==> src/design/pml_map.svh <==
`ifndef PML_MAP_SVH
`define PML_MAP_SVH

// widths of the shared address/data lines and of one data word
`define PML_DAL_W              22
`define PML_WORD_W             16
`define PML_CNT_W              8

// clock period of SYS_CLK
`define PML_CLK_PERIOD_NS      10

// write timing, all least times
`define PML_DATA_DELAY_NS      80
`define PML_STB_DELAY_NS       75
`define PML_STB_HOLD_NS        30

// read timing: second word settles this long after the strobe ends
`define PML_WORD2_NS           58

// address phase, plus the read strobe timeout
`define PML_ADDR_SETUP_NS      20
`define PML_ADDR_HOLD_NS       20
`define PML_SEL_WAIT_NS        200
`define PML_STB_TIMEOUT_NS     2000

// qualifier codes {write_byte_qualifier, byte_qualifier}, 1 = asserted
`define PML_QUAL_WORD_READ     2'h0
`define PML_QUAL_READ_PAUSE    2'h1
`define PML_QUAL_WORD_WRITE    2'h2
`define PML_QUAL_BYTE_WRITE    2'h3

// bit positions inside the synchronised pin vector
`define PML_SV_SYNC            0
`define PML_SV_REPLY           1
`define PML_SV_WBF             2
`define PML_SV_RSTB            3
`define PML_SV_UBMEM           4
`define PML_SV_SSEL            5
`define PML_SV_PLO             6
`define PML_SV_PHI             7
`define PML_SV_DAL             8
`define PML_SV_W               30

`endif

==> src/design/pml_pkg.sv <==
`include "pml_map.svh"

package pml_pkg;

  typedef enum logic [1:0] {
    PML_WORD_READ_CYCLE  = 2'h0,
    PML_READ_PAUSE_CYCLE = 2'h1,
    PML_WORD_WRITE_CYCLE = 2'h2,
    PML_BYTE_WRITE_CYCLE = 2'h3
  } pml_cyc_t;

  typedef enum logic [1:0] {
    PML_PREV_NONE          = 2'h0,
    PML_PREV_OWN_SHARED    = 2'h1,
    PML_PREV_INTR_SERVICE  = 2'h2,
    PML_PREV_OTHER_MASTER  = 2'h3
  } pml_prev_t;

  typedef enum logic [3:0] {
    PML_ST_IDLE   = 4'h0,
    PML_ST_ARB    = 4'h1,
    PML_ST_ADDR   = 4'h3,
    PML_ST_SEL    = 4'h2,
    PML_ST_HOLD   = 4'h6,
    PML_ST_RD_HI  = 4'h7,
    PML_ST_RD_LO  = 4'h5,
    PML_ST_RD_W2  = 4'h4,
    PML_ST_WR_DAT = 4'hE,
    PML_ST_WR_STB = 4'hA,
    PML_ST_WR_END = 4'hB
  } pml_state_t;

  typedef struct packed {
    pml_cyc_t                   kind;
    logic                       io_page;
    logic [`PML_DAL_W-1:0]      addr;
    logic [`PML_WORD_W-1:0]     wdata;
  } pml_req_t;

  typedef struct packed {
    logic [`PML_WORD_W-1:0]     word0;
    logic [`PML_WORD_W-1:0]     word1;
    logic                       par_err;
  } pml_rsp_t;

endpackage : pml_pkg

==> src/design/pml_sync2.sv <==
`timescale 1ns/10ps

// two-stage synchroniser, one pair of flops per bit
module pml_sync2 #(
  parameter int W = 1
) (
  input  wire logic         clk,
  input  wire logic         rst_n,
  input  wire logic [W-1:0] d,
  output logic      [W-1:0] q
);

  logic [W-1:0] meta;

  genvar i;
  generate
    for (i = 0; i < W; i++)
    begin : g_bit
      always_ff @(posedge clk or negedge rst_n)
      begin
        if (!rst_n)
        begin
          meta[i] <= 1'b0;
          q[i]    <= 1'b0;
        end
        else
        begin
          meta[i] <= d[i];
          q[i]    <= meta[i];
        end
      end
    end
  endgenerate

endmodule : pml_sync2

==> src/design/pml_host.sv <==
`timescale 1ns/10ps
`include "pml_map.svh"

module pml_host #(
  parameter int SEL_WAIT_NS    = `PML_SEL_WAIT_NS,
  parameter int STB_TIMEOUT_NS = `PML_STB_TIMEOUT_NS
) (
  input  wire logic                    SYS_CLK,
  input  wire logic                    RESET_N,
  input  wire logic                    REQ_VALID,
  input  wire pml_pkg::pml_req_t       REQ,
  input  wire pml_pkg::pml_prev_t      PREV_KIND,
  output pml_pkg::pml_rsp_t            RSP,
  output logic                         READY,
  output logic                         DONE,
  output logic                         FALLBACK,
  output logic                         TIMEOUT,
  input  wire logic [`PML_DAL_W-1:0]   DAL_IN,
  output logic      [`PML_DAL_W-1:0]   DAL_OUT,
  output logic                         DAL_OE,
  output logic                         IO_PAGE_SELECT,
  output logic                         WRITE_BYTE_QUALIFIER,
  output logic                         BYTE_QUALIFIER,
  output logic                         PRIVATE_CYCLE_ACTIVE,
  output logic                         WRITE_STROBE,
  input  wire logic                    SLAVE_SELECTED_IN,
  input  wire logic                    OTHER_BUS_MEMORY_RESPONDING,
  input  wire logic                    READ_STROBE,
  input  wire logic                    WRITE_BUFFER_FULL,
  input  wire logic                    BUS_REPLY,
  input  wire logic                    BUS_SYNC,
  input  wire logic                    HIGH_BYTE_PARITY,
  input  wire logic                    LOW_BYTE_PARITY
);

  localparam int CLK_NS = `PML_CLK_PERIOD_NS;
  localparam logic [`PML_CNT_W-1:0] ADDR_SETUP =
    `PML_CNT_W'((`PML_ADDR_SETUP_NS + CLK_NS - 1) / CLK_NS);
  localparam logic [`PML_CNT_W-1:0] ADDR_HOLD =
    `PML_CNT_W'((`PML_ADDR_HOLD_NS + CLK_NS - 1) / CLK_NS);
  localparam logic [`PML_CNT_W-1:0] DATA_DLY =
    `PML_CNT_W'((`PML_DATA_DELAY_NS + CLK_NS - 1) / CLK_NS);
  localparam logic [`PML_CNT_W-1:0] STB_DLY =
    `PML_CNT_W'((`PML_STB_DELAY_NS + CLK_NS - 1) / CLK_NS);
  localparam logic [`PML_CNT_W-1:0] STB_HOLD =
    `PML_CNT_W'((`PML_STB_HOLD_NS + CLK_NS - 1) / CLK_NS);
  localparam logic [`PML_CNT_W-1:0] WORD2_DLY =
    `PML_CNT_W'((`PML_WORD2_NS + CLK_NS - 1) / CLK_NS);
  localparam logic [`PML_CNT_W-1:0] SEL_WAIT =
    `PML_CNT_W'(SEL_WAIT_NS / CLK_NS);
  localparam logic [`PML_CNT_W-1:0] STB_TIMEOUT =
    `PML_CNT_W'(STB_TIMEOUT_NS / CLK_NS);
  localparam logic [`PML_CNT_W-1:0] ONE = `PML_CNT_W'(1);

  // every pin input, data lines included, shares one synchroniser so the
  // read strobe and the word it marks arrive with the same latency
  logic [`PML_SV_W-1:0] sv;

  pml_sync2 #(
    .W (`PML_SV_W)
  ) u_sync (
    .clk   (SYS_CLK),
    .rst_n (RESET_N),
    .d     ({DAL_IN, HIGH_BYTE_PARITY, LOW_BYTE_PARITY, SLAVE_SELECTED_IN,
             OTHER_BUS_MEMORY_RESPONDING, READ_STROBE, WRITE_BUFFER_FULL,
             BUS_REPLY, BUS_SYNC}),
    .q     (sv)
  );

  logic                    sync_s;
  logic                    reply_s;
  logic                    wbf_s;
  logic                    rstb_s;
  logic                    ubmem_s;
  logic                    ssel_s;
  logic [`PML_WORD_W-1:0]  word_s;
  logic                    par_bad;

  assign sync_s  = sv[`PML_SV_SYNC];
  assign reply_s = sv[`PML_SV_REPLY];
  assign wbf_s   = sv[`PML_SV_WBF];
  assign rstb_s  = sv[`PML_SV_RSTB];
  assign ubmem_s = sv[`PML_SV_UBMEM];
  assign ssel_s  = sv[`PML_SV_SSEL];
  assign word_s  = sv[`PML_SV_DAL +: `PML_WORD_W];
  // odd parity over the high byte, even over the low byte
  assign par_bad = ~(^{word_s[15:8], sv[`PML_SV_PHI]}) | (^{word_s[7:0], sv[`PML_SV_PLO]});

  pml_pkg::pml_state_t     state;
  pml_pkg::pml_state_t     next_state;
  logic [`PML_CNT_W-1:0]   cnt;
  logic [`PML_CNT_W-1:0]   next_cnt;
  pml_pkg::pml_req_t       req;
  pml_pkg::pml_req_t       next_req;
  pml_pkg::pml_prev_t      prev;
  pml_pkg::pml_prev_t      next_prev;
  pml_pkg::pml_rsp_t       next_rsp;
  logic [`PML_DAL_W-1:0]   next_dal_out;
  logic                    next_dal_oe;
  logic                    next_io;
  logic                    next_wbq;
  logic                    next_bq;
  logic                    next_pcyc;
  logic                    next_wstb;
  logic                    next_ready;
  logic                    next_done;
  logic                    next_fallback;
  logic                    next_timeout;
  logic                    arb_clear;
  logic                    abandon;
  logic [1:0]              qual;

  always_comb
  begin
    case (prev)
      pml_pkg::PML_PREV_OWN_SHARED:   arb_clear = !sync_s && !reply_s;
      pml_pkg::PML_PREV_INTR_SERVICE: arb_clear = !reply_s;
      pml_pkg::PML_PREV_OTHER_MASTER: arb_clear = !sync_s;
      default:                        arb_clear = 1'b1;
    endcase
    arb_clear = arb_clear && !wbf_s;
  end

  always_comb
  begin
    case (req.kind)
      pml_pkg::PML_READ_PAUSE_CYCLE: qual = `PML_QUAL_READ_PAUSE;
      pml_pkg::PML_WORD_WRITE_CYCLE: qual = `PML_QUAL_WORD_WRITE;
      pml_pkg::PML_BYTE_WRITE_CYCLE: qual = `PML_QUAL_BYTE_WRITE;
      default:                       qual = `PML_QUAL_WORD_READ;
    endcase
  end

  // once the write strobe has fired the data is committed, so loss of
  // slave-selected is only honoured up to that point
  assign abandon = PRIVATE_CYCLE_ACTIVE && !ssel_s &&
                   (state == pml_pkg::PML_ST_HOLD  || state == pml_pkg::PML_ST_RD_HI ||
                    state == pml_pkg::PML_ST_RD_LO || state == pml_pkg::PML_ST_RD_W2 ||
                    state == pml_pkg::PML_ST_WR_DAT);

  always_comb
  begin
    logic drop;
    drop          = 1'b0;
    next_state    = state;
    next_cnt      = cnt + ONE;
    next_req      = req;
    next_prev     = prev;
    next_rsp      = RSP;
    next_dal_out  = DAL_OUT;
    next_dal_oe   = DAL_OE;
    next_io       = IO_PAGE_SELECT;
    next_wbq      = WRITE_BYTE_QUALIFIER;
    next_bq       = BYTE_QUALIFIER;
    next_pcyc     = PRIVATE_CYCLE_ACTIVE;
    next_wstb     = WRITE_STROBE;
    next_ready    = READY;
    next_done     = 1'b0;
    next_fallback = 1'b0;
    next_timeout  = 1'b0;
    if (abandon)
    begin
      drop          = 1'b1;
      next_fallback = 1'b1;
    end
    else
    begin
      case (state)
        pml_pkg::PML_ST_IDLE:
          if (REQ_VALID)
          begin
            next_req   = REQ;
            next_prev  = PREV_KIND;
            next_rsp   = '0;
            next_ready = 1'b0;
            next_state = pml_pkg::PML_ST_ARB;
          end
        pml_pkg::PML_ST_ARB:
          if (arb_clear)
          begin
            next_dal_out          = req.addr;
            next_dal_oe           = 1'b1;
            next_io               = req.io_page;
            {next_wbq, next_bq}   = qual;
            next_cnt              = '0;
            next_state            = pml_pkg::PML_ST_ADDR;
          end
        pml_pkg::PML_ST_ADDR:
          if (cnt == ADDR_SETUP - ONE)
          begin
            next_cnt   = '0;
            next_state = pml_pkg::PML_ST_SEL;
          end
        pml_pkg::PML_ST_SEL:
          if (ssel_s && !ubmem_s)
          begin
            next_pcyc  = 1'b1;
            next_cnt   = '0;
            next_state = pml_pkg::PML_ST_HOLD;
          end
          else if (cnt == SEL_WAIT - ONE)
          begin
            drop          = 1'b1;
            next_fallback = 1'b1;
          end
        pml_pkg::PML_ST_HOLD:
          // address, page select and write-byte stay driven past the rise
          if (!WRITE_BYTE_QUALIFIER && cnt == ADDR_HOLD - ONE)
          begin
            next_dal_oe = 1'b0;
            next_bq     = 1'b0;
            next_cnt    = '0;
            next_state  = pml_pkg::PML_ST_RD_HI;
          end
          else if (WRITE_BYTE_QUALIFIER && cnt == DATA_DLY - ONE)
          begin
            next_dal_out = `PML_DAL_W'(req.wdata);
            next_bq      = 1'b0;
            next_cnt     = '0;
            next_state   = pml_pkg::PML_ST_WR_DAT;
          end
        pml_pkg::PML_ST_RD_HI:
          if (rstb_s)
          begin
            next_cnt   = '0;
            next_state = pml_pkg::PML_ST_RD_LO;
          end
          else if (cnt == STB_TIMEOUT - ONE)
          begin
            drop         = 1'b1;
            next_timeout = 1'b1;
          end
        pml_pkg::PML_ST_RD_LO:
          if (!rstb_s)
          begin
            next_rsp.word0   = word_s;
            next_rsp.par_err = par_bad;
            next_cnt         = '0;
            next_state       = pml_pkg::PML_ST_RD_W2;
          end
          else if (cnt == STB_TIMEOUT - ONE)
          begin
            drop         = 1'b1;
            next_timeout = 1'b1;
          end
        pml_pkg::PML_ST_RD_W2:
          if (cnt == WORD2_DLY - ONE)
          begin
            next_rsp.word1   = word_s;
            next_rsp.par_err = RSP.par_err | par_bad;
            next_done        = 1'b1;
            drop             = 1'b1;
          end
        pml_pkg::PML_ST_WR_DAT:
          if (cnt == STB_DLY - ONE)
          begin
            next_wstb  = 1'b1;
            next_cnt   = '0;
            next_state = pml_pkg::PML_ST_WR_STB;
          end
        pml_pkg::PML_ST_WR_STB:
          if (cnt == STB_HOLD - ONE)
          begin
            next_wstb  = 1'b0;
            next_state = pml_pkg::PML_ST_WR_END;
          end
        pml_pkg::PML_ST_WR_END:
        begin
          next_done = 1'b1;
          drop      = 1'b1;
        end
        default:
          drop = 1'b1;
      endcase
    end
    if (drop)
    begin
      next_state  = pml_pkg::PML_ST_IDLE;
      next_pcyc   = 1'b0;
      next_wstb   = 1'b0;
      next_dal_oe = 1'b0;
      next_io     = 1'b0;
      next_wbq    = 1'b0;
      next_bq     = 1'b0;
      next_ready  = 1'b1;
    end
  end

  always_ff @(posedge SYS_CLK or negedge RESET_N)
  begin
    if (!RESET_N)
    begin
      state                <= pml_pkg::PML_ST_IDLE;
      cnt                  <= '0;
      req                  <= '0;
      prev                 <= pml_pkg::PML_PREV_NONE;
      RSP                  <= '0;
      DAL_OUT              <= '0;
      DAL_OE               <= 1'b0;
      IO_PAGE_SELECT       <= 1'b0;
      WRITE_BYTE_QUALIFIER <= 1'b0;
      BYTE_QUALIFIER       <= 1'b0;
      PRIVATE_CYCLE_ACTIVE <= 1'b0;
      WRITE_STROBE         <= 1'b0;
      READY                <= 1'b1;
      DONE                 <= 1'b0;
      FALLBACK             <= 1'b0;
      TIMEOUT              <= 1'b0;
    end
    else
    begin
      state                <= next_state;
      cnt                  <= next_cnt;
      req                  <= next_req;
      prev                 <= next_prev;
      RSP                  <= next_rsp;
      DAL_OUT              <= next_dal_out;
      DAL_OE               <= next_dal_oe;
      IO_PAGE_SELECT       <= next_io;
      WRITE_BYTE_QUALIFIER <= next_wbq;
      BYTE_QUALIFIER       <= next_bq;
      PRIVATE_CYCLE_ACTIVE <= next_pcyc;
      WRITE_STROBE         <= next_wstb;
      READY                <= next_ready;
      DONE                 <= next_done;
      FALLBACK             <= next_fallback;
      TIMEOUT              <= next_timeout;
    end
  end
endmodule : pml_host

==> config.mk <==
export PLATFORM = sky130hd
export DESIGN_NAME = pml_host
export DESIGN_NICKNAME = d
export VERILOG_FILES = /design/src/design/pml_pkg.sv /design/src/design/pml_sync2.sv /design/src/design/pml_host.sv
export VERILOG_INCLUDE_DIRS = /design/src /design/src/design
export SDC_FILE = /design/constraint.sdc
export NUM_CORES = 1
export LEC_CHECK = 0
export BUFFER_PORTS_ARGS = -buffer_cell sky130_fd_sc_hd__buf_2
export CAP_MARGIN = 20
export CORE_MARGIN = 2
export CORE_UTILIZATION = 54
export CTS_CLUSTER_DIAMETER = 150
export DETAILED_ROUTE_END_ITERATION = 12
export MAX_ROUTING_LAYER = met4
export PLACE_DENSITY = 0.81
export SYNTH_ARGS = -nofsm -noshare
export SYNTH_HDL_FRONTEND = slang
export SYNTH_SLANG_ARGS = --single-unit
export TNS_END_PERCENT = 1
==> constraint.sdc <==
create_clock -name SYS_CLK -period 2.65 [get_ports SYS_CLK]
set_input_delay 0.53 -clock SYS_CLK [delete_from_list [all_inputs] [get_ports SYS_CLK]]
set_output_delay 0.53 -clock SYS_CLK [all_outputs]
set_load 0.01 [all_outputs]
[Yosys cells after proc, flatten, opt, wreduce, memory -nomap -nowiden]
Cells that the tools add are included.
Storage, ports and cells
  output and inout bits: 65
  register bits: 168
  input bits: 76
Cells by class
  bitwise gates (word level): 4
  reductions and logical operators: 46
  add/subtract/negate cells: 1
  multiplexer cells: 82
  equal/unequal tests: 39
Operator list (number)
  2-to-1 mux 8 bit: 9
  2-to-1 mux 22 bit: 3
  one-hot mux 16 bit (2 select lines): 2
  one-hot mux 8 bit (7 select lines): 1
  2-to-1 mux 4 bit: 12
  one-hot mux 22 bit (2 select lines): 1
  2-to-1 mux 1 bit: 41
  one-hot mux 4 bit (9 select lines): 1
  2-to-1 mux 33 bit: 1
  AND reduction 4 bit: 5
  != test 3 bit (second input constant): 6
  nonzero test 2 bit: 9
  parity 9 bit: 2
  2-to-1 mux 17 bit: 1
  == test 4 x 3 -> 1 bit (second input constant): 4
  == test 8 x 3 -> 1 bit (second input constant): 2
  2-to-1 mux 16 bit: 1
  == test 4 bit (second input constant): 3
  AND reduction 3 bit: 4
  AND reduction 11 bit: 1
  one-hot mux 1 bit (2 select lines): 5
  AND reduction 5 bit: 2
  nonzero test 10 bit: 1
  != test 3 x 1 -> 1 bit (second input constant): 3
  23 further kinds: 52

[Depth between registers and ports, before layout]
Gate-level depths: netlist of the first run.
  depth after elaboration: 9
  mapped depth: 9
  gate-level depth less buffers: 8

[Modules after synthesis]
From an unflattened synthesis of the first run, not the netlist that was laid out.
Unflattened totals
  cell total of the unflattened synthesis: 545
  area, all modules: 6825.3 um^2
Modules (own cells, without submodules)
  pml_host: cells each 485, seq. area each 3004.1 um^2, area each 5323.9 um^2, times used 1
  pml_sync2: cells each 60, seq. area each 1501.4 um^2, area each 1501.4 um^2, times used 1

[Least setup slack after synthesis of the first run]
OpenSTA, ideal clock, no wires.
  path kind: register to register
  from: register cnt[0]
  to: register state[1]
  buffers on the path: 0
  cell stages (with the launch flop): 8
  arrival time: 1.752 ns
  setup time: 0.125 ns
  path slack: 0.773 ns
  data required time: 2.525 ns
  cell sequence: dfrtp_1 ha_1 and2_1 a22o_1 a21boi_4 nor3_4 nand3_1 mux2_2
On the way
  word-level cells in the longest chain between the ends: 7
  elaborated cells between the ends (all ways): 32
RTL lines
  start, declared: RTL line pml_host.sv:91  | logic [`PML_CNT_W-1:0] cnt;
  start signal, assigned: RTL line pml_host.sv:313  | cnt <= next_cnt;
  == test 8 bit or == test 8 x 5 -> 1 bit (tied branches): RTL line pml_host.sv:228, pml_host.sv:241, pml_host.sv:201
  2-to-1 mux 1 bit, on equally long branches: RTL line pml_host.sv:228, pml_host.sv:241, pml_host.sv:201
  2-to-1 mux 1 bit, on equally long branches: RTL line pml_host.sv:234, pml_host.sv:195, pml_host.sv:223
  one-hot mux 1 bit (5 select lines): RTL line pml_host.sv:168  | case (state)
  2-to-1 mux 1 bit: RTL line pml_host.sv:161  | if (abandon)
  nonzero test 10 bit (no line) (tied with other cells)
  AND reduction 11 bit (no line)
  end signal, assigned: RTL line pml_host.sv:293  | state <= pml_pkg::PML_ST_IDLE;
  end signal, assigned: RTL line pml_host.sv:312  | state <= next_state;
  end, declared: RTL line pml_host.sv:89  | pml_pkg::pml_state_t state;
Parallel ways exist; a longest one is shown, timed or not. The select of a mux whose other input is x is not followed.
A chain may end at the register's enable or synchronous reset.

[Worst setup path after layout of the first run]
  from: register state[3]
  to: register RSP[7] (netlist bit)
On the way
  word-level cells in the longest chain between the ends: 8
  elaborated cells between the ends (all ways): 17
RTL lines
  == test 4 x 3 -> 1 bit: RTL line pml_host.sv:137  | (state == pml_pkg::PML_ST_HOLD || state == pml_pkg::PML_ST_RD_HI ||
  logical OR 1 bit (2 in series): RTL line pml_host.sv:137
  logical OR 1 bit (2 in series): RTL line pml_host.sv:138  | state == pml_pkg::PML_ST_RD_LO || state == pml_pkg::PML_ST_RD_W2 ||
  logical AND 1 bit: RTL line pml_host.sv:136  | assign abandon = PRIVATE_CYCLE_ACTIVE && !ssel_s &&
  NOT 1 bit (no line)
  AND reduction 4 bit (no line)
  end signal, assigned: RTL line pml_host.sv:316  | RSP <= next_rsp;
  end, declared: RTL line pml_host.sv:13  | output pml_pkg::pml_rsp_t RSP,
Parallel ways exist; a longest one is shown, timed or not.

==> results.json, run 1 <==
{
  "cts_made_buffers": 17,
  "grt_pass1_vias": 4679,
  "synth_nets": 611,
  "timing.final.max_slew_violations": 0,
  "cp_num_cells": 6,
  "placed_cells": 800,
  "dieArea_um2": 13100,
  "cts.reportedPaths.clkPinSlew_ps": 70,
  "slowest_delay_ps": 770,
  "core_area_um2": 12000,
  "power_mw": 9.27,
  "r2r_cells": 6,
  "final_common_cell": "dfrtp_1",
  "post-cts-setup-buffer-count": 0,
  "drtPass1Iterations": 6,
  "drt_first_iter_violations": 288,
  "drt-total-wl_mm": 13.7,
  "worstPathRequired_ps": 2980,
  "place_ws_ps": 350,
  "rsz0062_at_grt": "false",
  "synth_edf_count": 0,
  "power_density_nw_per_um2": 1150,
  "cp-start-kind": "flop",
  "status": "completed",
  "switchingPower_mw": 3.05,
  "multi_input_area_um2": 2220,
  "drv_cap": 0,
  "grt_overflow": 0,
  "end_kind": "flop",
  "seq_area_frac_synth_pct": 63.8,
  "nFillCells": 857,
  "syn_to_final_growth_pct": 22.3,
  "fmax_mhz": 430,
  "crit_family": "compound AO/OA/AOI/OAI gates",
  "avgSynthCellArea_um2": 12.4,
  "period_minus_slack_ps": 2330,
  "async_reset_ff_share_pct": 100,
  "grt_pass1_wl_mm": 22.4,
  "grt.total_usage_pct": 22.9,
  "finalHoldViolations": 0,
  "drc": 0,
  "ctsHoldBuffers": 0,
  "final_nets": 751,
  "ys_ff_latch": 168,
  "num_rows": 40,
  "grt_start_max_net_pins": 69,
  "worstSetupPathType": "flop to flop",
  "slowest_stage": "a21o_1",
  "p_leak_nw": 3.86,
  "final_cells": 832,
  "port_buffers": 134,
  "wire_per_inst_um": 16.4,
  "switching_share_pct": 32.9,
  "cts_max_path_buffers": 2,
  "p_seq_share_pct": 42.6,
  "vias_per_cell": 5.36,
  "final_cell_mix": "dfrtp_1 (167), buf_2 (133), nand2_1 (85)",
  "finalSetupTns_ps": 0,
  "htreeDepth": 4,
  "place_congestion": 0.863,
  "yosys_warnings": 0,
  "syn_inst": 532,
  "vias": 4458,
  "drive_above_1_share_pct": 35.2,
  "vdd_ir_drop_max_mv": 0.737,
  "die_width_um": 114,
  "cp_num_buf_inv": 0,
  "internal_power_mw": 6.22,
  "synthFlopType": "dfrtp_1",
  "crit_arrival_ps": 2660,
  "start_util_pct": 55.1,
  "setup_slack_ps": 324,
  "path_max_fanout": 32,
  "maxSlewHeadroom_pct": 36.6,
  "clkSinkCount": 168,
  "fp.dieH_um": 114,
  "hpwl_mm": 9.28,
  "clock_latency_ps": 420,
  "cts_tree": "done",
  "finalSetupViolCount": 0,
  "num_io_pins": 141,
  "share_comb_of_total_power_pct": 30.1,
  "area.sequential_um2": 4210,
  "synth.distinct_cells": 55,
  "fin_skew_ps": 9.35,
  "worst_slew_pin_slew_ps": 951,
  "min_period_over_period_pct": 87.8,
  "drt.antenna.violating_nets": 0,
  "synth_area_um2": 6590,
  "power_frac_clock_pct": 27.3,
  "min_path_type": "primary input to async pin",
  "antenna_cells": 0,
  "clock-root-buffer": "clkbuf_16",
  "antenna_found_initial": 0,
  "cts_resized": 0,
  "path_cells": "nand2b_1 > nor3_4 > nand4_2 > a21o_1 > nand2_1 > o21ai_1"
}
[routing by layer]
layer | part of all wire (%) | vias to the layer above | global-route usage [%]
met5 | 0 | - | -
met2 | 50 | 149 | 36.4
li1 | - | 2093 | -
met4 | 1.8 | 0 | 8.37
met1 | 41 | 2195 | 27.5
met3 | 6.7 | 21 | 7.46
[power by group through the flow]
stage | clock network (mW) | logic [mW] | registers, mW
2_1_floorplan | 0 | 1.76 | 4.04
3_3_place_gp | 0 | 2.69 | 3.92
3_5_place_dp | 0 | 2.80 | 3.98
4_1_cts | 2.57 | 2.82 | 3.95
5_1_grt | 2.66 | 3.10 | 4.05
6_report | 2.53 | 2.79 | 3.95
[sequential cells by signal, summed over array words and instances (netlist names), 2 cells and up]
signal	cells
u_sync.meta	24
u_sync.q	24
RSP	33
prev	2
DAL_OUT	22
req	41
state	4
cnt	8
[Yosys cell counts, types with 3 or more instances]
library cell / n / area, um^2
a21oi_1: 6 / 30.0
a22o_1: 7 / 61.3
a31oi_1: 3 / 18.8
buf_2: 17 / 85.1
clkbuf_1: 7 / 26.3
dfrtp_1: 167 / 4180
ha_1: 3 / 37.5
inv_1: 7 / 26.3
mux2_2: 44 / 495
mux2i_1: 19 / 190
nand2_1: 85 / 319
nand3_1: 13 / 65.1
nand4_1: 5 / 31.3
nor2_1: 28 / 105
nor2b_1: 4 / 25.0
o21ai_0: 20 / 100
o21ai_1: 33 / 165
xnor2_1: 15 / 131
xor2_1: 7 / 61.3
[kinds of logic after synthesis]
group | synth area share (%)
flops | 63.8
buf+inv | 2.64
compound gates | 7.90
xor+xnor | 2.92
mux | 10.6
simple gates | 11.6
fa+ha+maj | 0.570
[worst reg2reg max path: stages, from the launching register on]
cell and delay (ps):
dfrtp_1 640, nand2b_1 310, nor3_4 70, nand4_2 160, a21o_1 770, nand2_1 160, o21ai_1 130
[path summary, 6_finish.rpt]
check                      slack (ps)                  endpoint                   startpoint
setup / recovery                  320        RSP[7]$_DFFE_PN0P_         state[3]$_DFFE_PN0P_
hold / removal                     90    u_sync.q[12]$_DFF_PN0_                      RESET_N
setup reg to reg                  320        RSP[7]$_DFFE_PN0P_         state[3]$_DFFE_PN0P_
hold reg to reg                   340    u_sync.q[18]$_DFF_PN0_    u_sync.meta[18]$_DFF_PN0_
max in group asynchronous        1790         TIMEOUT$_DFF_PN0_                      RESET_N
min in group SYS_CLK              210  u_sync.meta[4]$_DFF_PN0_  OTHER_BUS_MEMORY_RESPONDING
[area by class of cell]
class	instances	share of cell area (%)
flip-flops and latches	168	52.2
multi-input cells	330	27.6
repair buffers	148	10.0
clock buffers	19	5.50
well taps	147	2.28
clock inverters	13	2.10
inverters	7	0.326
[metrics by stage]
step	hold WS, ps	utilization, %	instance area (um^2)
after floorplan	234	-	6590
after global placement	332	62.3	7450
after detailed placement	335	62.3	7450
after CTS	113	67.4	8060
after global routing	139	67.4	8060
final	94.8	67.4	8060
(Power assumes the default switching activity.)
==> inputs of run 2 (changes only) <==
--- a/config.mk
+++ b/config.mk
@@ -8,6 +8,7 @@
 export LEC_CHECK = 0
 export BUFFER_PORTS_ARGS = -buffer_cell sky130_fd_sc_hd__buf_2
 export CAP_MARGIN = 20
+export CORE_ASPECT_RATIO = 1.4
 export CORE_MARGIN = 2
 export CORE_UTILIZATION = 54
 export CTS_CLUSTER_DIAMETER = 150
==> run 2 against run 1 <==
Sequential power about the same. Hold slack worse by 2.7 ps. Global-route usage shrank 0.58 points. Via count is essentially flat. Wire length down 1.6%. Final area is 0.95% lower. Largest cell class unchanged. Clock skew down 1.3 ps. Critical path depth shrank 2. Worst setup slack lost 33 ps. Maximum frequency down 1.4%.
==> results.json, run 2 (synthesized netlist as in run 1, its figures left out) <==
{
  "status": "completed",
  "antenna_cells": 0,
  "critical_path.startpoint": "state[1]$_DFFE_PN0P_",
  "reg_top3": "req x41, RSP x33",
  "clock-root-buffer": "clkbuf_16",
  "grt_start_max_net_pins": 71,
  "vias": 4455,
  "crit_arrival_ps": 2610,
  "worstSetupPathType": "flop to flop",
  "maxSlewHeadroom_pct": 37.8,
  "r2r_end": "RSP[11]$_DFFE_PN0P_",
  "fin_skew_ps": 8.01,
  "timing.final.max_slew_violations": 0,
  "r2r_start": "state[1]$_DFFE_PN0P_",
  "core_area_um2": 11900,
  "grt.total_usage_pct": 22.3,
  "post-cts-setup-buffer-count": 0,
  "regMostFlops": "req",
  "grt_pass1_vias": 4706,
  "final_common_cell": "dfrtp_1",
  "dieArea_um2": 13100,
  "power_density_nw_per_um2": 1130,
  "htreeDepth": 4,
  "drt_first_iter_violations": 240,
  "largest_reg_flops": 41,
  "antenna_found_initial": 0,
  "rsz0062_at_grt": "false",
  "cts_tree": "done",
  "wire_per_inst_um": 16.2,
  "grt_pass1_wl_mm": 22.5,
  "final_cell_mix": "dfrtp_1 (167), buf_2 (133), nand2_1 (85)",
  "r2r_slack_ps": 290,
  "num_rows": 47,
  "slowest_delay_ps": 750,
  "finalHoldViolations": 0,
  "die_width_um": 97.4,
  "final_nets": 749,
  "min_period_over_period_pct": 89.0,
  "worstPathRequired_ps": 2900,
  "cp_num_cells": 4,
  "cts_made_buffers": 17,
  "drv_cap": 0,
  "cts_max_path_buffers": 2,
  "end_kind": "flop",
  "worst_slew_pin_slew_ps": 932,
  "clkSinkCount": 168,
  "drive_above_1_share_pct": 35.0,
  "crit_family": "compound AO/OA/AOI/OAI gates",
  "grt_overflow": 0,
  "slowest_stage": "a21o_1",
  "drt.antenna.violating_nets": 0,
  "drtPass1Iterations": 5,
  "fmax_mhz": 424,
  "path_max_fanout": 32,
  "endpoint": "RSP[11]$_DFFE_PN0P_",
  "r2r_cells": 4,
  "cp_num_buf_inv": 0,
  "finalSetupViolCount": 0,
  "clock_latency_ps": 420,
  "place_congestion": 0.883,
  "syn_to_final_growth_pct": 21.1,
  "path_cells": "nand2b_4 > a211oi_4 > a21o_1 > o21ai_1",
  "cts_resized": 0,
  "vdd_ir_drop_max_mv": 0.587,
  "fp.dieH_um": 135,
  "nFillCells": 900,
  "placed_cells": 798,
  "start_util_pct": 55.5,
  "final_cells": 829,
  "ctsHoldBuffers": 0,
  "hpwl_mm": 9.31,
  "p_leak_nw": 3.82,
  "drt-total-wl_mm": 13.4,
  "period_minus_slack_ps": 2360,
  "port_buffers": 134,
  "num_io_pins": 141,
  "cp-start-kind": "flop",
  "min_path_type": "primary input to async pin",
  "cts.reportedPaths.clkPinSlew_ps": 60,
  "vias_per_cell": 5.37,
  "finalSetupTns_ps": 0,
  "drc": 0
}
==> run 2: per-layer routing <==
metal	wire length (um)	up-vias	global-route usage (%)
met5	0	-	-
li1	-	2089	-
met2	6970	156	36.7
met1	5390	2191	26.8
met3	885	19	5.49
met4	201	0	8.56
==> run 2: layout make-up <==
type | instances | area [um^2] | share of cell area [%]
flip-flops and latches | 168 | 4210 | 52.7
multi-input cells | 330 | 2220 | 27.9
repair buffers | 146 | 792 | 9.92
clock buffers | 17 | 425 | 5.33
well taps | 147 | 184 | 2.30
clock inverters | 14 | 125 | 1.57
inverters | 7 | 26.3 | 0.329
==> run 2: worst reg2reg max path: cells and delay by family (launching register included) <==
kind	cells	cell delay (ps)
simple gates	1	150
flops	1	600
compound gates	3	1450
==> run 2: worst min path at each step <==
stage | startpoint | to | slack (ps) | cells after the start
6_report | RESET_N | RSP[17]$_DFFE_PN0P_ | 90 | 1
5_1_grt | RESET_N | RSP[17]$_DFFE_PN0P_ | 150 | 1
4_1_cts | RESET_N | DAL_OUT[10]$_DFFE_PN0P_ | 140 | 1
3_5_place_dp | u_sync.meta[20]$_DFF_PN0_ | u_sync.q[20]$_DFF_PN0_ | 340 | 0
3_3_place_gp | u_sync.meta[18]$_DFF_PN0_ | u_sync.q[18]$_DFF_PN0_ | 330 | 0
2_1_floorplan | RESET_N | BYTE_QUALIFIER$_DFFE_PN0P_ | 230 | 0
==> run 2: power by group <==
part	switching, mW	total (mW)	leakage [nW]	internal [mW]
Combinational	1.51	2.79	1.46	1.29
Sequential	0.526	3.94	2.09	3.42
Clock	1.01	2.30	0.266	1.30
==> run 2: through the flow <==
step                util (%)  total power [mW]  cell area, um^2  worst slack, ps  hold WS (ps)
floorplan                  -              5.80             6590              773           234
global placement        62.6              6.59             7430              429           334
detailed placement      62.6              6.78             7430              357           336
CTS                     67.2              9.13             7980              306           140
global route            67.2              9.60             7980              124           149
finish                  67.2              9.04             7980              291          92.1
